## src/core/port_bcd_pkg.sv

```systemverilog
// Shared constants and carrier types for the port B/C/D pin multiplexer
//------------------------------------------------------------------------------
//------------------------------------------------------------------------------
package port_bcd_pkg;

    localparam int SEL_W = 2;
    localparam logic [SEL_W-1:0] SEL_GPIO = 2'h0;
    localparam logic [SEL_W-1:0] SEL_ALT1 = 2'h1;
    localparam logic [SEL_W-1:0] SEL_ALT2 = 2'h2;
    localparam logic [SEL_W-1:0] SEL_ALT3 = 2'h3;

    // Pin positions in the pad vectors
    localparam int PIN_COUNT = 11;
    localparam int PB3 = 0;
    localparam int PB5 = 1;
    localparam int PB6 = 2;
    localparam int PB7 = 3;
    localparam int PC0 = 4;
    localparam int PC2 = 5;
    localparam int PC3 = 6;
    localparam int PC4 = 7;
    localparam int PC6 = 8;
    localparam int PC7 = 9;
    localparam int PD5 = 10;

    localparam logic I2C_IDLE = 1'h1;
    localparam logic TEST_RESET_N = 1'h1;
    localparam int TAP_RESET_EDGES = 5;

    typedef struct packed {
        logic [SEL_W-1:0] b3;
        logic [SEL_W-1:0] b5;
        logic [SEL_W-1:0] b6;
        logic [SEL_W-1:0] b7;
        logic [SEL_W-1:0] c0;
        logic [SEL_W-1:0] c2;
        logic [SEL_W-1:0] c3;
        logic [SEL_W-1:0] c4;
        logic [SEL_W-1:0] c6;
        logic [SEL_W-1:0] c7;
    } sel_type;

    localparam sel_type SEL_RESET = '{default: SEL_GPIO};

    typedef struct packed {
        logic [PIN_COUNT-1:0] dir;
        logic [PIN_COUNT-1:0] dout;
    } port_ctrl_type;

    typedef struct packed {
        logic spi_master_out_0;
        logic timer_chan_3_out;
        logic timer_chan_3_oe;
        logic timer_chan_1_out;
        logic timer_chan_1_oe;
        logic serial_tx_0;
        logic i2c_sda_low;
        logic i2c_scl_low;
    } periph_out_type;

    typedef struct packed {
        logic timer_chan_3_in;
        logic pwm_source_1;
        logic timer_chan_1_in;
        logic pwm_fault_in_3;
        logic serial_rx_0;
        logic i2c_sda_in;
        logic i2c_scl_in;
        logic ext_clock_input;
    } periph_in_type;

    typedef struct packed {
        logic adc_a_in0;
        logic cmp_a_in3;
        logic adc_a_in2;
        logic adc_a_ref_high;
        logic adc_a_in3;
        logic adc_a_ref_low;
        logic adc_b_in0;
        logic cmp_b_in3;
        logic adc_b_in2;
        logic adc_b_ref_high;
        logic adc_b_in3;
        logic adc_b_ref_low;
        logic crystal_out;
    } analog_conn_type;

    typedef enum logic [15:0] {
        TAP_RESET  = 16'h0001,
        TAP_IDLE   = 16'h0002,
        TAP_SEL_DR = 16'h0004,
        TAP_CAP_DR = 16'h0008,
        TAP_SH_DR  = 16'h0010,
        TAP_EX1_DR = 16'h0020,
        TAP_PA_DR  = 16'h0040,
        TAP_EX2_DR = 16'h0080,
        TAP_UPD_DR = 16'h0100,
        TAP_SEL_IR = 16'h0200,
        TAP_CAP_IR = 16'h0400,
        TAP_SH_IR  = 16'h0800,
        TAP_EX1_IR = 16'h1000,
        TAP_PA_IR  = 16'h2000,
        TAP_EX2_IR = 16'h4000,
        TAP_UPD_IR = 16'h8000
    } tap_state_type;

endpackage

```

## src/core/tap_reset_ctrl.sv

```systemverilog
// Test access port state tracker with power-on and TMS soft reset
`timescale 1ns/1ps
`default_nettype none
module tap_reset_ctrl import port_bcd_pkg::*; (
    // Clock and reset
    input wire logic sys_clk,
    input wire logic rst_n,
    // Synchronised test port pins
    input wire logic tck_s,
    input wire logic tms_s,
    // State
    output logic tap_in_reset
);
    tap_state_type state_r, state_nxt;
    logic tck_d_r;
    logic tck_rise;

    assign tck_rise = tck_s & ~tck_d_r;

    always_comb begin
        state_nxt = state_r;
        if (tck_rise) begin
            case (state_r)
                TAP_RESET:  state_nxt = tms_s ? TAP_RESET : TAP_IDLE;
                TAP_IDLE:   state_nxt = tms_s ? TAP_SEL_DR : TAP_IDLE;
                TAP_SEL_DR: state_nxt = tms_s ? TAP_SEL_IR : TAP_CAP_DR;
                TAP_CAP_DR: state_nxt = tms_s ? TAP_EX1_DR : TAP_SH_DR;
                TAP_SH_DR:  state_nxt = tms_s ? TAP_EX1_DR : TAP_SH_DR;
                TAP_EX1_DR: state_nxt = tms_s ? TAP_UPD_DR : TAP_PA_DR;
                TAP_PA_DR:  state_nxt = tms_s ? TAP_EX2_DR : TAP_PA_DR;
                TAP_EX2_DR: state_nxt = tms_s ? TAP_UPD_DR : TAP_SH_DR;
                TAP_UPD_DR: state_nxt = tms_s ? TAP_SEL_DR : TAP_IDLE;
                TAP_SEL_IR: state_nxt = tms_s ? TAP_RESET : TAP_CAP_IR;
                TAP_CAP_IR: state_nxt = tms_s ? TAP_EX1_IR : TAP_SH_IR;
                TAP_SH_IR:  state_nxt = tms_s ? TAP_EX1_IR : TAP_SH_IR;
                TAP_EX1_IR: state_nxt = tms_s ? TAP_UPD_IR : TAP_PA_IR;
                TAP_PA_IR:  state_nxt = tms_s ? TAP_EX2_IR : TAP_PA_IR;
                TAP_EX2_IR: state_nxt = tms_s ? TAP_UPD_IR : TAP_SH_IR;
                TAP_UPD_IR: state_nxt = tms_s ? TAP_SEL_DR : TAP_IDLE;
                default:    state_nxt = TAP_RESET;
            endcase
        end
    end

    // Power-on reset and five TMS-high TCK rises clear the machine: the test reset line is tied inactive
    always_ff @(posedge sys_clk or negedge rst_n) begin
        if (!rst_n) begin
            state_r <= TAP_RESET;
            tck_d_r <= 1'h0;
        end else begin
            state_r <= state_nxt;
            tck_d_r <= tck_s;
        end
    end

    assign tap_in_reset = (state_r == TAP_RESET) || !TEST_RESET_N;

    // Helper: run of consecutive TCK rises seen with TMS high, saturating
    logic [2:0] tms_run_r;
    always_ff @(posedge sys_clk or negedge rst_n) begin
        if (!rst_n) begin
            tms_run_r <= 3'h0;
        end else if (tck_rise) begin
            tms_run_r <= !tms_s ? 3'h0 : (tms_run_r == 3'(TAP_RESET_EDGES)) ? tms_run_r : tms_run_r + 3'h1;
        end
    end

    a_tap_soft_reset: assert property (@(posedge sys_clk) disable iff (!rst_n)
        (tms_run_r == 3'(TAP_RESET_EDGES)) |-> (state_r == TAP_RESET))
        else $error("TAP not in reset after five TMS-high TCK edges");

    a_tap_por_reset: assert property (@(posedge sys_clk)
        $rose(rst_n) |-> (state_r == TAP_RESET))
        else $error("TAP not in reset on power-on release");

endmodule
`default_nettype wire

```

## src/core/port_bcd_signal_mux.sv

```systemverilog
// Pin multiplexer for upper port B, port C and port D pins with test port reset
`timescale 1ns/1ps
`default_nettype none
module port_bcd_signal_mux import port_bcd_pkg::*; #(
    parameter int SYNC_STAGES = 2
) (
    // Clock and reset
    input wire logic sys_clk,
    input wire logic resetn,
    // Select fields and clock synthesis enable
    input wire sel_type peripheral_select_reg,
    input wire logic [SEL_W-1:0] port_cd_select_reg,
    input wire logic ext_clock_input_enable,
    // Port register bits
    input wire port_ctrl_type port_ctrl,
    // Package pins
    input wire logic [PIN_COUNT-1:0] pad_in,
    output logic [PIN_COUNT-1:0] pad_out,
    output logic [PIN_COUNT-1:0] pad_oe,
    input wire logic tck_pin,
    input wire logic tms_pin,
    // Peripheral side
    input wire periph_out_type periph_out,
    output periph_in_type periph_in,
    output analog_conn_type analog_conn,
    output logic [PIN_COUNT-1:0] gpio_in,
    output logic tap_reset_state
);
    //--------------------------------------------------------------------------
    // Elaboration checks
    //--------------------------------------------------------------------------
    if (SYNC_STAGES < 2) begin : g_bad_sync
        $error("SYNC_STAGES must be at least 2");
    end

    //--------------------------------------------------------------------------
    // Reset release and pin synchronisers
    //--------------------------------------------------------------------------
    logic [1:0] rst_sync_r;
    logic rst_n;
    always_ff @(posedge sys_clk or negedge resetn) begin
        if (!resetn) begin
            rst_sync_r <= 2'h0;
        end else begin
            rst_sync_r <= {rst_sync_r[0], 1'h1};
        end
    end
    assign rst_n = rst_sync_r[1];

    // Pads and test pins are asynchronous; nothing reads a stage before the last
    logic [PIN_COUNT+1:0] sync_r [SYNC_STAGES];
    always_ff @(posedge sys_clk or negedge rst_n) begin
        if (!rst_n) begin
            for (int i = 0; i < SYNC_STAGES; i++) begin
                sync_r[i] <= '0;
            end
        end else begin
            sync_r[0] <= {tms_pin, tck_pin, pad_in};
            for (int i = 1; i < SYNC_STAGES; i++) begin
                sync_r[i] <= sync_r[i-1];
            end
        end
    end

    logic [PIN_COUNT-1:0] pin_s;
    logic tck_s;
    logic tms_s;
    assign pin_s = sync_r[SYNC_STAGES-1][PIN_COUNT-1:0];
    assign tck_s = sync_r[SYNC_STAGES-1][PIN_COUNT];
    assign tms_s = sync_r[SYNC_STAGES-1][PIN_COUNT+1];

    //--------------------------------------------------------------------------
    // Select capture
    //--------------------------------------------------------------------------
    sel_type sel_r, sel_nxt;
    logic [SEL_W-1:0] sel_d5_r, sel_d5_nxt;
    logic clk_en_r, clk_en_nxt;

    always_comb begin
        sel_nxt = peripheral_select_reg;
        sel_d5_nxt = port_cd_select_reg;
        clk_en_nxt = ext_clock_input_enable;
    end

    always_ff @(posedge sys_clk or negedge rst_n) begin
        if (!rst_n) begin
            sel_r <= SEL_RESET;
            sel_d5_r <= SEL_GPIO;
            clk_en_r <= 1'h0;
        end else begin
            sel_r <= sel_nxt;
            sel_d5_r <= sel_d5_nxt;
            clk_en_r <= clk_en_nxt;
        end
    end

    function automatic logic [SEL_W-1:0] pin_sel(input sel_type s, input logic [SEL_W-1:0] d5, input int idx);
        case (idx)
            PB3: return s.b3;
            PB5: return s.b5;
            PB6: return s.b6;
            PB7: return s.b7;
            PC0: return s.c0;
            PC2: return s.c2;
            PC3: return s.c3;
            PC4: return s.c4;
            PC6: return s.c6;
            PC7: return s.c7;
            PD5: return d5;
            default: return SEL_GPIO;
        endcase
    endfunction

    //--------------------------------------------------------------------------
    // Routing
    //--------------------------------------------------------------------------
    logic [PIN_COUNT-1:0] pad_out_r, pad_out_nxt;
    logic [PIN_COUNT-1:0] pad_oe_r, pad_oe_nxt;
    logic [PIN_COUNT-1:0] gpio_in_r, gpio_in_nxt;
    periph_in_type periph_in_r, periph_in_nxt;
    analog_conn_type analog_r, analog_nxt;

    always_comb begin
        pad_out_nxt = '0;
        pad_oe_nxt = '0;
        gpio_in_nxt = '0;
        periph_in_nxt = '0;
        periph_in_nxt.i2c_sda_in = I2C_IDLE;
        periph_in_nxt.i2c_scl_in = I2C_IDLE;
        analog_nxt = '0;

        // A pin chosen as general-purpose answers to port bits only
        for (int i = 0; i < PIN_COUNT; i++) begin
            if (pin_sel(sel_r, sel_d5_r, i) == SEL_GPIO) begin
                pad_oe_nxt[i] = port_ctrl.dir[i];
                pad_out_nxt[i] = port_ctrl.dout[i];
                gpio_in_nxt[i] = pin_s[i];
            end
        end

        // Port B bit 3
        case (sel_r.b3)
            SEL_ALT1: begin
                pad_oe_nxt[PB3] = 1'h1;
                pad_out_nxt[PB3] = periph_out.spi_master_out_0;
            end
            SEL_ALT2: begin
                pad_oe_nxt[PB3] = periph_out.timer_chan_3_oe;
                pad_out_nxt[PB3] = periph_out.timer_chan_3_out;
                periph_in_nxt.timer_chan_3_in = pin_s[PB3];
            end
            SEL_ALT3: periph_in_nxt.pwm_source_1 = pin_s[PB3];
            default: ;
        endcase

        // Port B bit 5
        case (sel_r.b5)
            SEL_ALT1: begin
                pad_oe_nxt[PB5] = periph_out.timer_chan_1_oe;
                pad_out_nxt[PB5] = periph_out.timer_chan_1_out;
                periph_in_nxt.timer_chan_1_in = pin_s[PB5];
            end
            SEL_ALT2: periph_in_nxt.pwm_fault_in_3 = pin_s[PB5];
            default: ;
        endcase

        // Port B bit 6
        case (sel_r.b6)
            SEL_ALT1: periph_in_nxt.serial_rx_0 = pin_s[PB6];
            SEL_ALT2: begin
                pad_oe_nxt[PB6] = periph_out.i2c_sda_low;
                periph_in_nxt.i2c_sda_in = pin_s[PB6];
            end
            default: ;
        endcase

        // Port B bit 7; the I2C line is open drain and only ever pulled low
        case (sel_r.b7)
            SEL_ALT1: begin
                pad_oe_nxt[PB7] = 1'h1;
                pad_out_nxt[PB7] = periph_out.serial_tx_0;
            end
            SEL_ALT2: begin
                pad_oe_nxt[PB7] = periph_out.i2c_scl_low;
                periph_in_nxt.i2c_scl_in = pin_s[PB7];
            end
            default: ;
        endcase

        // Analog connections leave the digital driver off
        analog_nxt.adc_a_in0 = (sel_r.c0 == SEL_ALT1);
        analog_nxt.cmp_a_in3 = (sel_r.c0 == SEL_ALT2);
        analog_nxt.adc_a_in2 = (sel_r.c2 == SEL_ALT1);
        analog_nxt.adc_a_ref_high = (sel_r.c2 == SEL_ALT2);
        analog_nxt.adc_a_in3 = (sel_r.c3 == SEL_ALT1);
        analog_nxt.adc_a_ref_low = (sel_r.c3 == SEL_ALT2);
        analog_nxt.adc_b_in0 = (sel_r.c4 == SEL_ALT1);
        analog_nxt.cmp_b_in3 = (sel_r.c4 == SEL_ALT2);
        analog_nxt.adc_b_in2 = (sel_r.c6 == SEL_ALT1);
        analog_nxt.adc_b_ref_high = (sel_r.c6 == SEL_ALT2);
        analog_nxt.adc_b_in3 = (sel_r.c7 == SEL_ALT1);
        analog_nxt.adc_b_ref_low = (sel_r.c7 == SEL_ALT2);
        analog_nxt.crystal_out = (sel_d5_r == SEL_ALT1);

        // Clock input from any pin routed to it, held off until enabled
        periph_in_nxt.ext_clock_input = clk_en_r & (((sel_r.b5 == SEL_ALT3) & pin_s[PB5]) |
                                                     ((sel_r.b6 == SEL_ALT3) & pin_s[PB6]) |
                                                     ((sel_d5_r == SEL_ALT2) & pin_s[PD5]));
    end

    always_ff @(posedge sys_clk or negedge rst_n) begin
        if (!rst_n) begin
            pad_out_r <= '0;
            pad_oe_r <= '0;
            gpio_in_r <= '0;
            periph_in_r <= '0;
            analog_r <= '0;
        end else begin
            pad_out_r <= pad_out_nxt;
            pad_oe_r <= pad_oe_nxt;
            gpio_in_r <= gpio_in_nxt;
            periph_in_r <= periph_in_nxt;
            analog_r <= analog_nxt;
        end
    end

    assign pad_out = pad_out_r;
    assign pad_oe = pad_oe_r;
    assign gpio_in = gpio_in_r;
    assign periph_in = periph_in_r;
    assign analog_conn = analog_r;

    //--------------------------------------------------------------------------
    // Test port
    //--------------------------------------------------------------------------
    tap_reset_ctrl u_tap (
        .sys_clk(sys_clk),
        .rst_n(rst_n),
        .tck_s(tck_s),
        .tms_s(tms_s),
        .tap_in_reset(tap_reset_state)
    );

    //--------------------------------------------------------------------------
    // Checks
    //--------------------------------------------------------------------------
    a_b3_gpio_drive: assert property (@(posedge sys_clk) disable iff (!rst_n)
        (sel_r.b3 == SEL_GPIO) |=> (pad_oe[PB3] == $past(port_ctrl.dir[PB3]))
                                   && (pad_out[PB3] == $past(port_ctrl.dout[PB3])))
        else $error("B3 general-purpose drive mismatch");

    a_b5_fault_route: assert property (@(posedge sys_clk) disable iff (!rst_n)
        (sel_r.b5 == SEL_ALT2) |=> (periph_in.pwm_fault_in_3 == $past(pin_s[PB5])) && !pad_oe[PB5])
        else $error("B5 fault input not routed");

    a_ext_clock_input_gated: assert property (@(posedge sys_clk) disable iff (!rst_n)
        !clk_en_r |=> !periph_in.ext_clock_input)
        else $error("Clock input active while disabled");

    a_b6_rx_route: assert property (@(posedge sys_clk) disable iff (!rst_n)
        (sel_r.b6 == SEL_ALT1) |=> (periph_in.serial_rx_0 == $past(pin_s[PB6])) && !pad_oe[PB6])
        else $error("B6 receive not routed");

    a_b7_scl_drive: assert property (@(posedge sys_clk) disable iff (!rst_n)
        (sel_r.b7 == SEL_ALT2) |=> (pad_oe[PB7] == $past(periph_out.i2c_scl_low)) && !pad_out[PB7])
        else $error("B7 open-drain clock drive wrong");

    a_c0_adc_conn: assert property (@(posedge sys_clk) disable iff (!rst_n)
        (sel_r.c0 == SEL_ALT1) |=> analog_conn.adc_a_in0 && !analog_conn.cmp_a_in3 && !pad_oe[PC0])
        else $error("C0 ADC connection wrong");

    a_c3_ref_conn: assert property (@(posedge sys_clk) disable iff (!rst_n)
        (sel_r.c3 == SEL_ALT2) |=> analog_conn.adc_a_ref_low && !analog_conn.adc_a_in3 && !gpio_in[PC3])
        else $error("C3 reference connection wrong");

    a_c4_cmp_conn: assert property (@(posedge sys_clk) disable iff (!rst_n)
        (sel_r.c4 == SEL_ALT2) |=> analog_conn.cmp_b_in3 && !analog_conn.adc_b_in0)
        else $error("C4 comparator connection wrong");

    a_c6_ref_conn: assert property (@(posedge sys_clk) disable iff (!rst_n)
        (sel_r.c6 == SEL_ALT2) |=> analog_conn.adc_b_ref_high && !pad_oe[PC6])
        else $error("C6 reference connection wrong");

    a_d5_clk_route: assert property (@(posedge sys_clk) disable iff (!rst_n)
        (sel_d5_r == SEL_ALT2) && clk_en_r |=> (periph_in.ext_clock_input == $past(pin_s[PD5]))
                                            || ($past(sel_r.b5) == SEL_ALT3) || ($past(sel_r.b6) == SEL_ALT3))
        else $error("D5 clock input not routed");

    a_sel_reset: assert property (@(posedge sys_clk)
        $rose(rst_n) |-> (sel_r == SEL_RESET) && (sel_d5_r == SEL_GPIO))
        else $error("Select fields not general-purpose after reset");

endmodule
`default_nettype wire

```

## config.mk

```make
export PLATFORM = sky130hd
export DESIGN_NAME = port_bcd_signal_mux
export DESIGN_NICKNAME = d
export VERILOG_FILES = /design/src/core/port_bcd_pkg.sv /design/src/core/tap_reset_ctrl.sv /design/src/core/port_bcd_signal_mux.sv
export SDC_FILE = /design/constraint.sdc
export NUM_CORES = 1
export LEC_CHECK = 0
export BUFFER_PORTS_ARGS = -buffer_cell sky130_fd_sc_hd__buf_2
export CAP_MARGIN = 20
export CORE_MARGIN = 4
export CORE_UTILIZATION = 46
export DETAILED_ROUTE_END_ITERATION = 10
export HOLD_SLACK_MARGIN = 0.06
export PLACE_DENSITY_LB_ADDON = 0.15
export SLEW_MARGIN = 15
export SYNTH_ARGS = -nofsm -noshare
export SYNTH_HDL_FRONTEND = slang
export SYNTH_SLANG_ARGS = --single-unit
export TNS_END_PERCENT = 50
```

## constraint.sdc

```tcl
create_clock -name sys_clk -period 5.2 [get_ports sys_clk]
set_input_delay 0 -clock sys_clk [delete_from_list [all_inputs] [get_ports sys_clk]]
set_output_delay 0 -clock sys_clk [all_outputs]
set_load 0.02 [all_outputs]
```

==> flow_summary_export.csv, run 1 <==
group,metric,value,unit
critical_path,path_common_cell,"or4_1",
cts,cts_made_buffers,17,
final_layout,n_antenna_cell,0,
drt,antenna_left,0,
final_layout,drive_gt1_frac,0.3097,
final_layout,final-seq-area,0.003058,mm2
synth,synth_edf_count,0,
critical_path,path_max_fanout,9,
final_layout,mostFrequentLayoutCell,"buf_2",
cts,numClockSinks,122,
final_layout,multi_input_area,0.001159,mm2
cts,clock_path_buffers,2,
global_routing,grt_pass1_vias,3318,
timing,clock.fmax,392.4,MHz
status,outcome,"finished, final reports clean",
placement,port_buffers,122,
drt,num_vias,3148,
synth,netlist_area,0.004303,mm2
die,dieHeight,104.7,um
timing,worst_pin_slew,716.2,ps
pwr,power.total,2.424,mW
cts,clk_pin_slew,60,ps
timing,finalMaxSlewViolations,0,
die,core_region_area,0.009153,mm2
drt,routedWlPerCell,14.38,um
drt,drt_first_iter_violations,146,
critical_path,cp.required,5200,ps
placement,gp_congestion,0.8719,
critical_path,path_cells,"or4_1 -> or4_1 -> nor4_1 -> buf_2",
pwr,powerDensity,387.5,mW/mm2
pwr,p_leak,3.119,nW
global_routing,antenna_found_initial,0,
timing,finalSetupTns,0,ps
global_routing,grt_max_degree,79,
timing,setup_viol,0,
synth,syn-num-nets,401,
run,cap_violations,0,
synth,synth-seq-area-share,0.7098,
hold_path,hold_path.class,"primary input to flop",
cts,post_cts_buffers,0,
die,io_pins,123,
critical_path,path_class,"flop to output pin",
synth,yosysWarnings,0,
critical_path,slowest_stage,"or4_1",
final_layout,nNetsFinal,598,
cts,cts_root_buf,"clkbuf_8",
synth,async_flop_share,1.000,
die,dieArea,0.01097,mm2
cts,clk_latency,500,ps
critical_path,startpoint_type,"flop",
synth,synthCells,326,
final_layout,fillCellCount,639,
die,placementRows,35,
critical_path,arrival,2550,ps
synth,synth-seq-cells,122,
timing,grt_setup_unrepaired,"false",
synth,synth_cell_types,43,
timing,slew_headroom,0.5225,
timing,finalHoldViolCount,0,
timing,skew,7.236,ps
cts,htreeDepth,4,
critical_path,crit_path_end_kind,"output pin",
final_layout,final_util,0.6835,
drt,dr.pass1.iters,5,
critical_path,slowest_delay,650,ps
placement,dp_hpwl,5939,um
drt,drc_errors,0,
drt,viasPerCell,4.866,
drt,routed_wl,9302,um
synth,avgSynthCellArea,13.20,um2
global_routing,overflow,0,
timing,fin_crit_sh,0.4900,
global_routing,grt_pass1_wl,15730,um
synth,synth-main-ff-cell,"dfrtp_1",
die,die_x,104.7,um
timing,period_needed,2548,ps
final_layout,most-common-layout-cells,"buf_2, dfrtp_1, dlygate4sd3_1, nand2_1, and2_1",
final_layout,area_growth,45.39,%
global_routing,grt_use_total,0.1850,
die,initial_core_util,0.4701,
cts,cts_tree,"built",
pwr,peakVddDrop,0.0002545,V
through the flow:
stage               std cells  worst slack, ps  area, um2  hold slack (ps)
detailed placement        547             2858       5000           -209.3
finish                    647             2652       6256            134.8
CTS                       646             2631       6236            96.33
floorplan                 326             1551       4303           -295.6
global placement          547             2904       5000           -212.8
global route              647             2569       6256            112.0
worst max-delay path, delay by kind of cell (launching register included):
family / cells / cell delay, ps
buf+inv: 1 / 210
flops: 1 / 480
simple gates: 3 / 1350
metal layers:
| metal | up-vias | track usage | wire (um) | share of wire |
|---|---|---|---|---|
| li1 | 1497 | - | - | - |
| met1 | 1495 | 0.2104 | 3549 | 0.38 |
| met2 | 136 | 0.3132 | 4871 | 0.52 |
| met3 | 20 | 0.06362 | 728 | 0.078 |
| met4 | 0 | 0.08810 | 153 | 0.016 |
| met5 | - | 0 | 0 | 0 |
cell families (layout without fill, tap and decap cells):
| family | Yosys count | count (layout) | share of synthesized area |
|---|---|---|---|
| mux | 5 | 5 | 0.01163 |
| compound gates | 30 | 30 | 0.04449 |
| xor+xnor | 8 | 8 | 0.01628 |
| other cells | 1 | 1 | 0.0008715 |
| fa+ha+maj | 7 | 7 | 0.02035 |
| flops | 122 | 122 | 0.7098 |
| simple gates | 133 | 133 | 0.1756 |
| buf+inv | 20 | 230 | 0.02094 |
where the power goes:
part	switching, mW	leakage (nW)	total, mW	internal [mW]
clock network	0.417	0.264	1.10	0.681
registers	0.0410	1.53	1.04	1.00
logic	0.145	1.32	0.282	0.137
layout make-up:
cell class	count	share of cell area
well taps	111	0.02220
repair buffers	191	0.2092
clock inverters	14	0.02360
flip-flops and latches	122	0.4888
clock buffers	18	0.06680
multi-input cells	184	0.1852
inverters	7	0.004200
cells in the mapped netlist, types with 3 or more instances:
cell type    n  area share
nor2b_1     16       0.023
dfrtp_1    121        0.70
nand2_1     25       0.022
buf_2        3      0.0035
nand4_1      5      0.0073
xnor2_1      6       0.012
or4_1        7       0.012
nor3b_1      3      0.0052
o31ai_1      3      0.0052
nor3_1       5      0.0058
o21ai_0     12       0.014
nand3_1      5      0.0058
nor4_1       7       0.010
a31oi_1      3      0.0044
nor2_1      20       0.017
mux2i_1      5       0.012
or4_4        3      0.0079
and2_1      25       0.036
or2_2        3      0.0044
ha_1         7       0.020
clkbuf_1     7      0.0061
inv_1        7      0.0061
sequential cells by signal (all words and copies together) (netlist names), 11 cells and up:
register       flops
pad_oe            11
u_tap.state_r     16
analog_conn       13
pin_s             11
gpio_in           11
sel_r             20
sync_r            15
pad_out           11
timing repair:
action,4_1_cts,5_1_grt
resized for setup,0,0
hold buffers,67,0
hold endpoints to repair,60,0
path summary, 6_finish.rpt:
kind,startpoint,endpoint,slack (ps),cells after the start
min in group asynchronous,rst_sync_r[1],sync_r[18],280,0
max reg2reg,u_tap.state_r[13],u_tap.state_r[6],2840,5
min,pad_in[2],sync_r[15],130,2
max in group asynchronous,rst_sync_r[1],sel_r[18],4030,1
min reg2reg,rst_sync_r[1],sync_r[18],280,0
max,u_tap.state_r[5],tap_reset_state,2650,4
Power figures use the tool's default switching activity.
==> run 2: changes to the inputs <==
==> constraint.sdc (replaced) <==
create_clock -name sys_clk -period 2.22 [get_ports sys_clk]
set_input_delay 0 -clock sys_clk [delete_from_list [all_inputs] [get_ports sys_clk]]
set_output_delay 0 -clock sys_clk [all_outputs]
set_load 0.02 [all_outputs]
==> run 2 against run 1 <==
Against the previous run: the run now ends with negative setup slack left; first-iteration DRC count grew 21%; clock skew barely moved; core utilization rose by 2.4 points; register-to-register slack got worse by 2900 ps; worst hold slack lost 9.9 ps; critical path depth is the same.
==> flow_summary_export.csv, run 2 (synthesis results as in run 1) <==
group,metric,value,unit
final_layout,n_antenna_cell,0,
critical_path,path_max_fanout,4,
die,die_x,104.7,um
critical_path,regToRegStartpoint,"u_tap.state_r[4]",
drt,routedWlPerCell,14.80,um
pwr,peakVddDrop,0.0007108,V
die,io_pins,123,
drt,dr.pass1.iters,4,
cts,cts_root_buf,"clkbuf_8",
final_layout,top_regs,"sel_r (20), u_tap.state_r (16), sync_r (15)",
drt,drt_first_iter_violations,177,
cts,numClockSinks,122,
global_routing,antenna_found_initial,0,
drt,routed_wl,9828,um
final_layout,mostFrequentLayoutCell,"buf_2",
timing,period_needed,2318,ps
final_layout,nNetsFinal,615,
placement,placedCellCount,565,
final_layout,drive_gt1_frac,0.3418,
timing,grt_setup_unrepaired,"true",
critical_path,r2r-end,"u_tap.state_r[0]",
timing,fin_crit_sh,1.044,
cts,clk_pin_slew,60,ps
placement,dp_hpwl,6406,um
die,core_region_area,0.009153,mm2
drt,drc_errors,0,
critical_path,arrival,2320,ps
die,placementRows,35,
pwr,powerDensity,933.9,mW/mm2
global_routing,grt_pass1_wl,16470,um
global_routing,grt_use_total,0.1946,
drt,num_vias,3232,
final_layout,regMostFlops,"sel_r",
hold_path,hold_end,"sel_r[12]",
critical_path,reg2reg_depth,6,
global_routing,grt_pass1_vias,3490,
die,dieArea,0.01097,mm2
status,outcome,"finished, violations left",
critical_path,reg2reg_slack,-30,ps
critical_path,path_class,"flop to output pin",
critical_path,cp.required,2220,ps
final_layout,multi_input_area,0.001189,mm2
cts,cts_made_buffers,17,
cts,clock_path_buffers,2,
placement,gp_congestion,0.8754,
timing,slew_headroom,0.5548,
die,dieHeight,104.7,um
final_layout,most-common-layout-cells,"buf_2, dfrtp_1, dlygate4sd3_1, nand2_1, and2_1",
pwr,p_leak,3.241,nW
drt,antenna_left,0,
final_layout,final-seq-area,0.003058,mm2
hold_path,hold_start,"peripheral_select_reg[12]",
drt,viasPerCell,4.867,
placement,port_buffers,122,
critical_path,crit_path_end_kind,"output pin",
timing,finalSetupTns,-130.7,ps
timing,skew,6.931,ps
hold_path,hold_path.class,"primary input to flop",
final_layout,finalNonFillerCells,664,
status,violations,"negative setup slack",
timing,finalHoldViolCount,0,
global_routing,grt_max_degree,46,
timing,worst_pin_slew,666.4,ps
critical_path,startpoint_type,"flop",
die,initial_core_util,0.4701,
cts,cts_tree,"built",
timing,clock.fmax,431.4,MHz
run,cap_violations,0,
timing,setup_viol,2,
timing,finalMaxSlewViolations,0,
final_layout,fillCellCount,640,
timing,layout_setup_ws,-98.02,ps
hold_path,hold_depth,2,
final_layout,largest_reg_flops,20,
global_routing,overflow,0,
cts,clk_latency,510,ps
final_layout,area_growth,50.39,%
cts,htreeDepth,4,
==> run 2: changes by cell type in the layout (fill, tap and decap cells not counted), moves of 2 or more <==
cell,previous run,this run
buf_4,1,18
or4_1,7,3
or4_4,3,7
bufinv_16,2,4
clkinv_2,3,1
clkinvlp_4,5,3
nor4_1,7,5
nor4_2,0,2
==> run 2: worst max-delay path by stage <==
| stage | start | end | slack (ps) |
|---|---|---|---|
| 6_report | u_tap.state_r[4] | tap_reset_state | -100 |
| 5_1_grt | u_tap.state_r[4] | tap_reset_state | -170 |
| 4_1_cts | u_tap.state_r[5] | tap_reset_state | -180 |
| 3_5_place_dp | u_tap.state_r[13] | u_tap.state_r[6] | 10 |
| 3_3_place_gp | u_tap.state_r[13] | u_tap.state_r[6] | 40 |
| 2_1_floorplan | u_tap.state_r[13] | u_tap.state_r[6] | -40 |
==> run 2: stage by stage <==
| stage | hold WS, ps | worst slack [ps] | util | instance area (um2) | power [mW] |
|---|---|---|---|---|---|
| after floorplan | -295.6 | -40.77 | - | 4304 | 2.843 |
| after global placement | -214.7 | 40.78 | 0.5624 | 5147 | 3.074 |
| after detailed placement | -213.5 | 12.78 | 0.5624 | 5147 | 3.089 |
| after CTS | 88.04 | -175.9 | 0.7053 | 6455 | 6.079 |
| after global routing | 99.92 | -174.3 | 0.7070 | 6471 | 6.299 |
| final | 124.9 | -98.02 | 0.7070 | 6471 | 6.043 |
==> run 2: layout make-up <==
class                      instances  area share
sequential                       122      0.4725
timing repair buffer             208      0.2220
multi-input combinational        184      0.1837
clock buffer                      19     0.06671
clock inverter                    13     0.02958
tap                              111     0.02146
inverter                           7    0.004060
==> run 2: repair_timing <==
item | in CTS | in global routing
gates cloned | 0 | 0
gates resized for setup | 3 | 5
endpoints found under the hold margin | 60 | 0
setup buffers | 1 | 0
setup endpoints to repair | 1 | 5
hold buffers | 67 | 0
pin swaps | 3 | 3
==> run 2: metal layers <==
metal	GRT usage	vias up	wire, um
li1	-	1536	-
met2	0.3252	110	5168
met1	0.2224	1571	3881
met5	0	-	0
met3	0.07597	15	628
met4	0.08529	0	150
==> run 2: where the power goes <==
| group | leakage (nW) | total (mW) | switching, mW | internal [mW] |
|---|---|---|---|---|
| logic | 1.41 | 0.757 | 0.377 | 0.380 |
| clock network | 0.295 | 2.85 | 0.993 | 1.86 |
| registers | 1.53 | 2.43 | 0.0825 | 2.35 |
| total | 3.24 | 6.04 | 1.45 | 4.59 |
==> run 2: critical path, stage by stage (launching register included) <==
cell and delay, ps:
dfrtp_1 370, or4_4 550, or4_4 560, nor4_2 130
buf_2 200
==> run 3: changes to the inputs <==
--- a/config.mk
+++ b/config.mk
@@ -15,5 +15,6 @@
 export SLEW_MARGIN = 15
 export SYNTH_ARGS = -nofsm -noshare
 export SYNTH_HDL_FRONTEND = slang
+export SYNTH_HIERARCHICAL = 1
 export SYNTH_SLANG_ARGS = --single-unit
 export TNS_END_PERCENT = 50
==> run 3 against run 2 <==
Against the previous run: the run now ends clean; global-route usage decreased by 1.4 points; via count decreased by 5.5%; design area decreased by 3.5%; synthesized cell count decreased by 2.8%; maximum frequency increased by 19%; sequential power about the same; critical endpoint unchanged.
==> flow_summary_export.csv, run 3 <==
group,metric,value,unit
synth,synth-xor-area-share,0.01435,
critical_path,arrival,1950,ps
final_layout,largest_reg_flops,20,
drt,routed_wl,9116,um
critical_path,reg2reg_depth,5,
synth,synth-simple-area-share,0.1714,
drt,routedWlPerCell,14.18,um
final_layout,mostFrequentLayoutCell,"buf_2",
cts,cts_made_buffers,17,
final_layout,drive_gt1_frac,0.3065,
timing,grt_setup_unrepaired,"false",
status,outcome,"finished, final reports clean",
critical_path,cp.required,2220,ps
final_layout,n_antenna_cell,0,
drt,wl_met2,4721,um
timing,finalSetupTns,0,ps
cts,clk_pin_slew,60,ps
pwr,p_leak,3.128,nW
synth,synth.most_common_cell,"dfrtp_1",
drt,met1_length,3566,um
synth,avgSynthCellArea,13.48,um2
synth,synth-seq-area-share,0.7150,
drt,drc_errors,0,
final_layout,most-common-layout-cells,"buf_2, dfrtp_1, dlygate4sd3_1, nand2_1, and2_1",
cts,htreeDepth,4,
critical_path,slowest_stage,"dfrtp_1",
drt,dr.max_layer_used,"met4",
timing,clock.fmax,514.0,MHz
drt,antenna_left,0,
final_layout,multi_input_area,0.001172,mm2
global_routing,grt_pass1_vias,3333,
drt,met3_length,685,um
placement,placedCellCount,544,
critical_path,regToRegStartpoint,"u_tap/state_r[9]",
timing,period_needed,1945,ps
global_routing,grt_pass1_wl,15450,um
run,cap_violations,0,
critical_path,crit_path_end_kind,"output pin",
timing,hold_slack,136.5,ps
cts,post_cts_buffers,0,
synth,synthCells,317,
die,placementRows,34,
hold_path,hold_start,"port_cd_select_reg[1]",
synth,synth-main-ff-cell,"dfrtp_1",
final_layout,top_regs,"sel_r (20), u_tap/state_r (16), sync_r (15)",
cts,clock_path_buffers,2,
final_layout,fillCellCount,615,
placement,gp_congestion,0.9196,
critical_path,startpoint_type,"flop",
hold_path,hold_end,"sel_d5_r[1]",
synth,synth_top_cell_area_share,0.7088,
timing,fin_crit_sh,0.8763,
pwr,peakVddDrop,0.0006118,V
final_layout,finalNonFillerCells,643,
die,dieArea,0.01089,mm2
critical_path,r2r-end,"u_tap/state_r[4]",
critical_path,reg2reg_slack,470,ps
synth,netlist_area,0.004272,mm2
critical_path,path_class,"flop to output pin",
synth,yosys.area.top_type,"dfrtp_1",
critical_path,path_max_fanout,10,
placement,dp_slack,487.5,ps
final_layout,area_growth,46.19,%
synth,synth_area_leaders,"dfrtp_1, and2_1, nand2_1",
cts,cts_tree,"built",
drt,drt_first_iter_violations,82,
placement,port_buffers,122,
critical_path,path_cells,"nor3_2 -> nand2_1 -> nor4_2 -> buf_2",
global_routing,antenna_found_initial,0,
drt,num_vias,3054,
synth,syn-num-nets,392,
timing,layout_setup_ws,274.6,ps
cts,numClockSinks,122,
synth,yosysWarnings,6,
final_layout,regMostFlops,"sel_r",
synth,synth_top_family_by_area,"simple AND/OR/NAND/NOR gates",
timing,setup_viol,0,
die,core_region_area,0.008891,mm2
timing,finalMaxSlewViolations,0,
hold_path,hold_depth,2,
die,die_x,104.4,um
cts,clk_latency,500,ps
die,dieHeight,104.4,um
synth,muxShareOfSynthArea,0.01406,
timing,worst_pin_slew,509.3,ps
timing,finalHoldViolCount,0,
cts,cts_root_buf,"clkbuf_8",
synth,synth_fa_ha_area_frac,0.02050,
synth,synth_edf_count,0,
synth,async_flop_share,1.000,
synth,synth-seq-cells,122,
global_routing,overflow,0,
die,io_pins,123,
hold_path,hold_path.class,"primary input to flop",
timing,slew_headroom,0.6605,
timing,skew,9.597,ps
synth,synth_cell_types,49,
drt,viasPerCell,4.750,
placement,dp_hpwl,5854,um
synth,synth_compound_area_frac,0.05097,
pwr,powerDensity,881.3,mW/mm2
global_routing,grt_max_degree,44,
synth,synth_commonest_cells,"dfrtp_1, nand2_1, and2_1",
global_routing,grt_use_total,0.1810,
drt,dr.pass1.iters,4,
final_layout,nNetsFinal,597,
die,initial_core_util,0.4804,
final_layout,final-seq-area,0.003058,mm2
critical_path,slowest_delay,480,ps
run 3: through the flow:
stage                       util  area [um2]  total power [mW]
after floorplan                -        4273             2.782
final                     0.7024        6245             5.504
after global routing      0.7024        6245             5.751
after global placement    0.5653        5026             2.974
after CTS                 0.7012        6235             5.548
after detailed placement  0.5653        5026             2.980
run 3: report_power, final:
group	internal (mW)	total [mW]	switching, mW
Clock	1.52	2.46	0.942
Combinational	0.290	0.604	0.314
Sequential	2.35	2.44	0.0973
run 3: worst max-delay path by stage:
stage | start | slack (ps) | cells after the start | endpoint
floorplan | rst_sync_r[1] | 190 | 0 | analog_conn[0]
global placement | u_tap/state_r[7] | 530 | 4 | u_tap/state_r[0]
detailed placement | u_tap/state_r[2] | 490 | 5 | u_tap/state_r[4]
CTS | u_tap/state_r[7] | 80 | 4 | tap_reset_state
global route | u_tap/state_r[2] | 130 | 4 | tap_reset_state
finish | u_tap/state_r[7] | 270 | 4 | tap_reset_state
run 3: layout make-up:
class                   count  share of cell area
flip-flops and latches    122              0.4897
repair buffers            194              0.2112
multi-input cells         181              0.1877
clock buffers              22             0.07093
well taps                 108             0.02164
clock inverters            10             0.01523
inverters                   6            0.003606
run 3: routing by layer:
| metal | vias up | global-route usage |
|---|---|---|
| met1 | 1459 | 0.1973 |
| met4 | 0 | 0.08832 |
| li1 | 1480 | - |
| met3 | 12 | 0.06890 |
| met5 | - | 0 |
| met2 | 103 | 0.3086 |
run 3: cells by family (layout without fill, tap and decap cells):
family,count (synthesis),in the layout
DFF,122,122
muxes,6,6
buffers and inverters,14,232
other,1,1
xor gates and xnor gates,7,7
AOI/OAI and AO/OA,34,34
adders and majority gates,7,7
and+or+nand+nor,126,126
run 3: worst max-delay path, delay by kind of cell (launching register included):
family                 cells  cell delay (ps)
flip-flops                 1              480
buffers and inverters      1              220
AND/OR/NAND/NOR            3              750
run 3: timing repair:
item | in CTS | in global routing
hold endpoints to repair | 60 | 0
setup endpoints to repair | 0 | 1
resized for setup | 0 | 2
hold buffers | 67 | 0
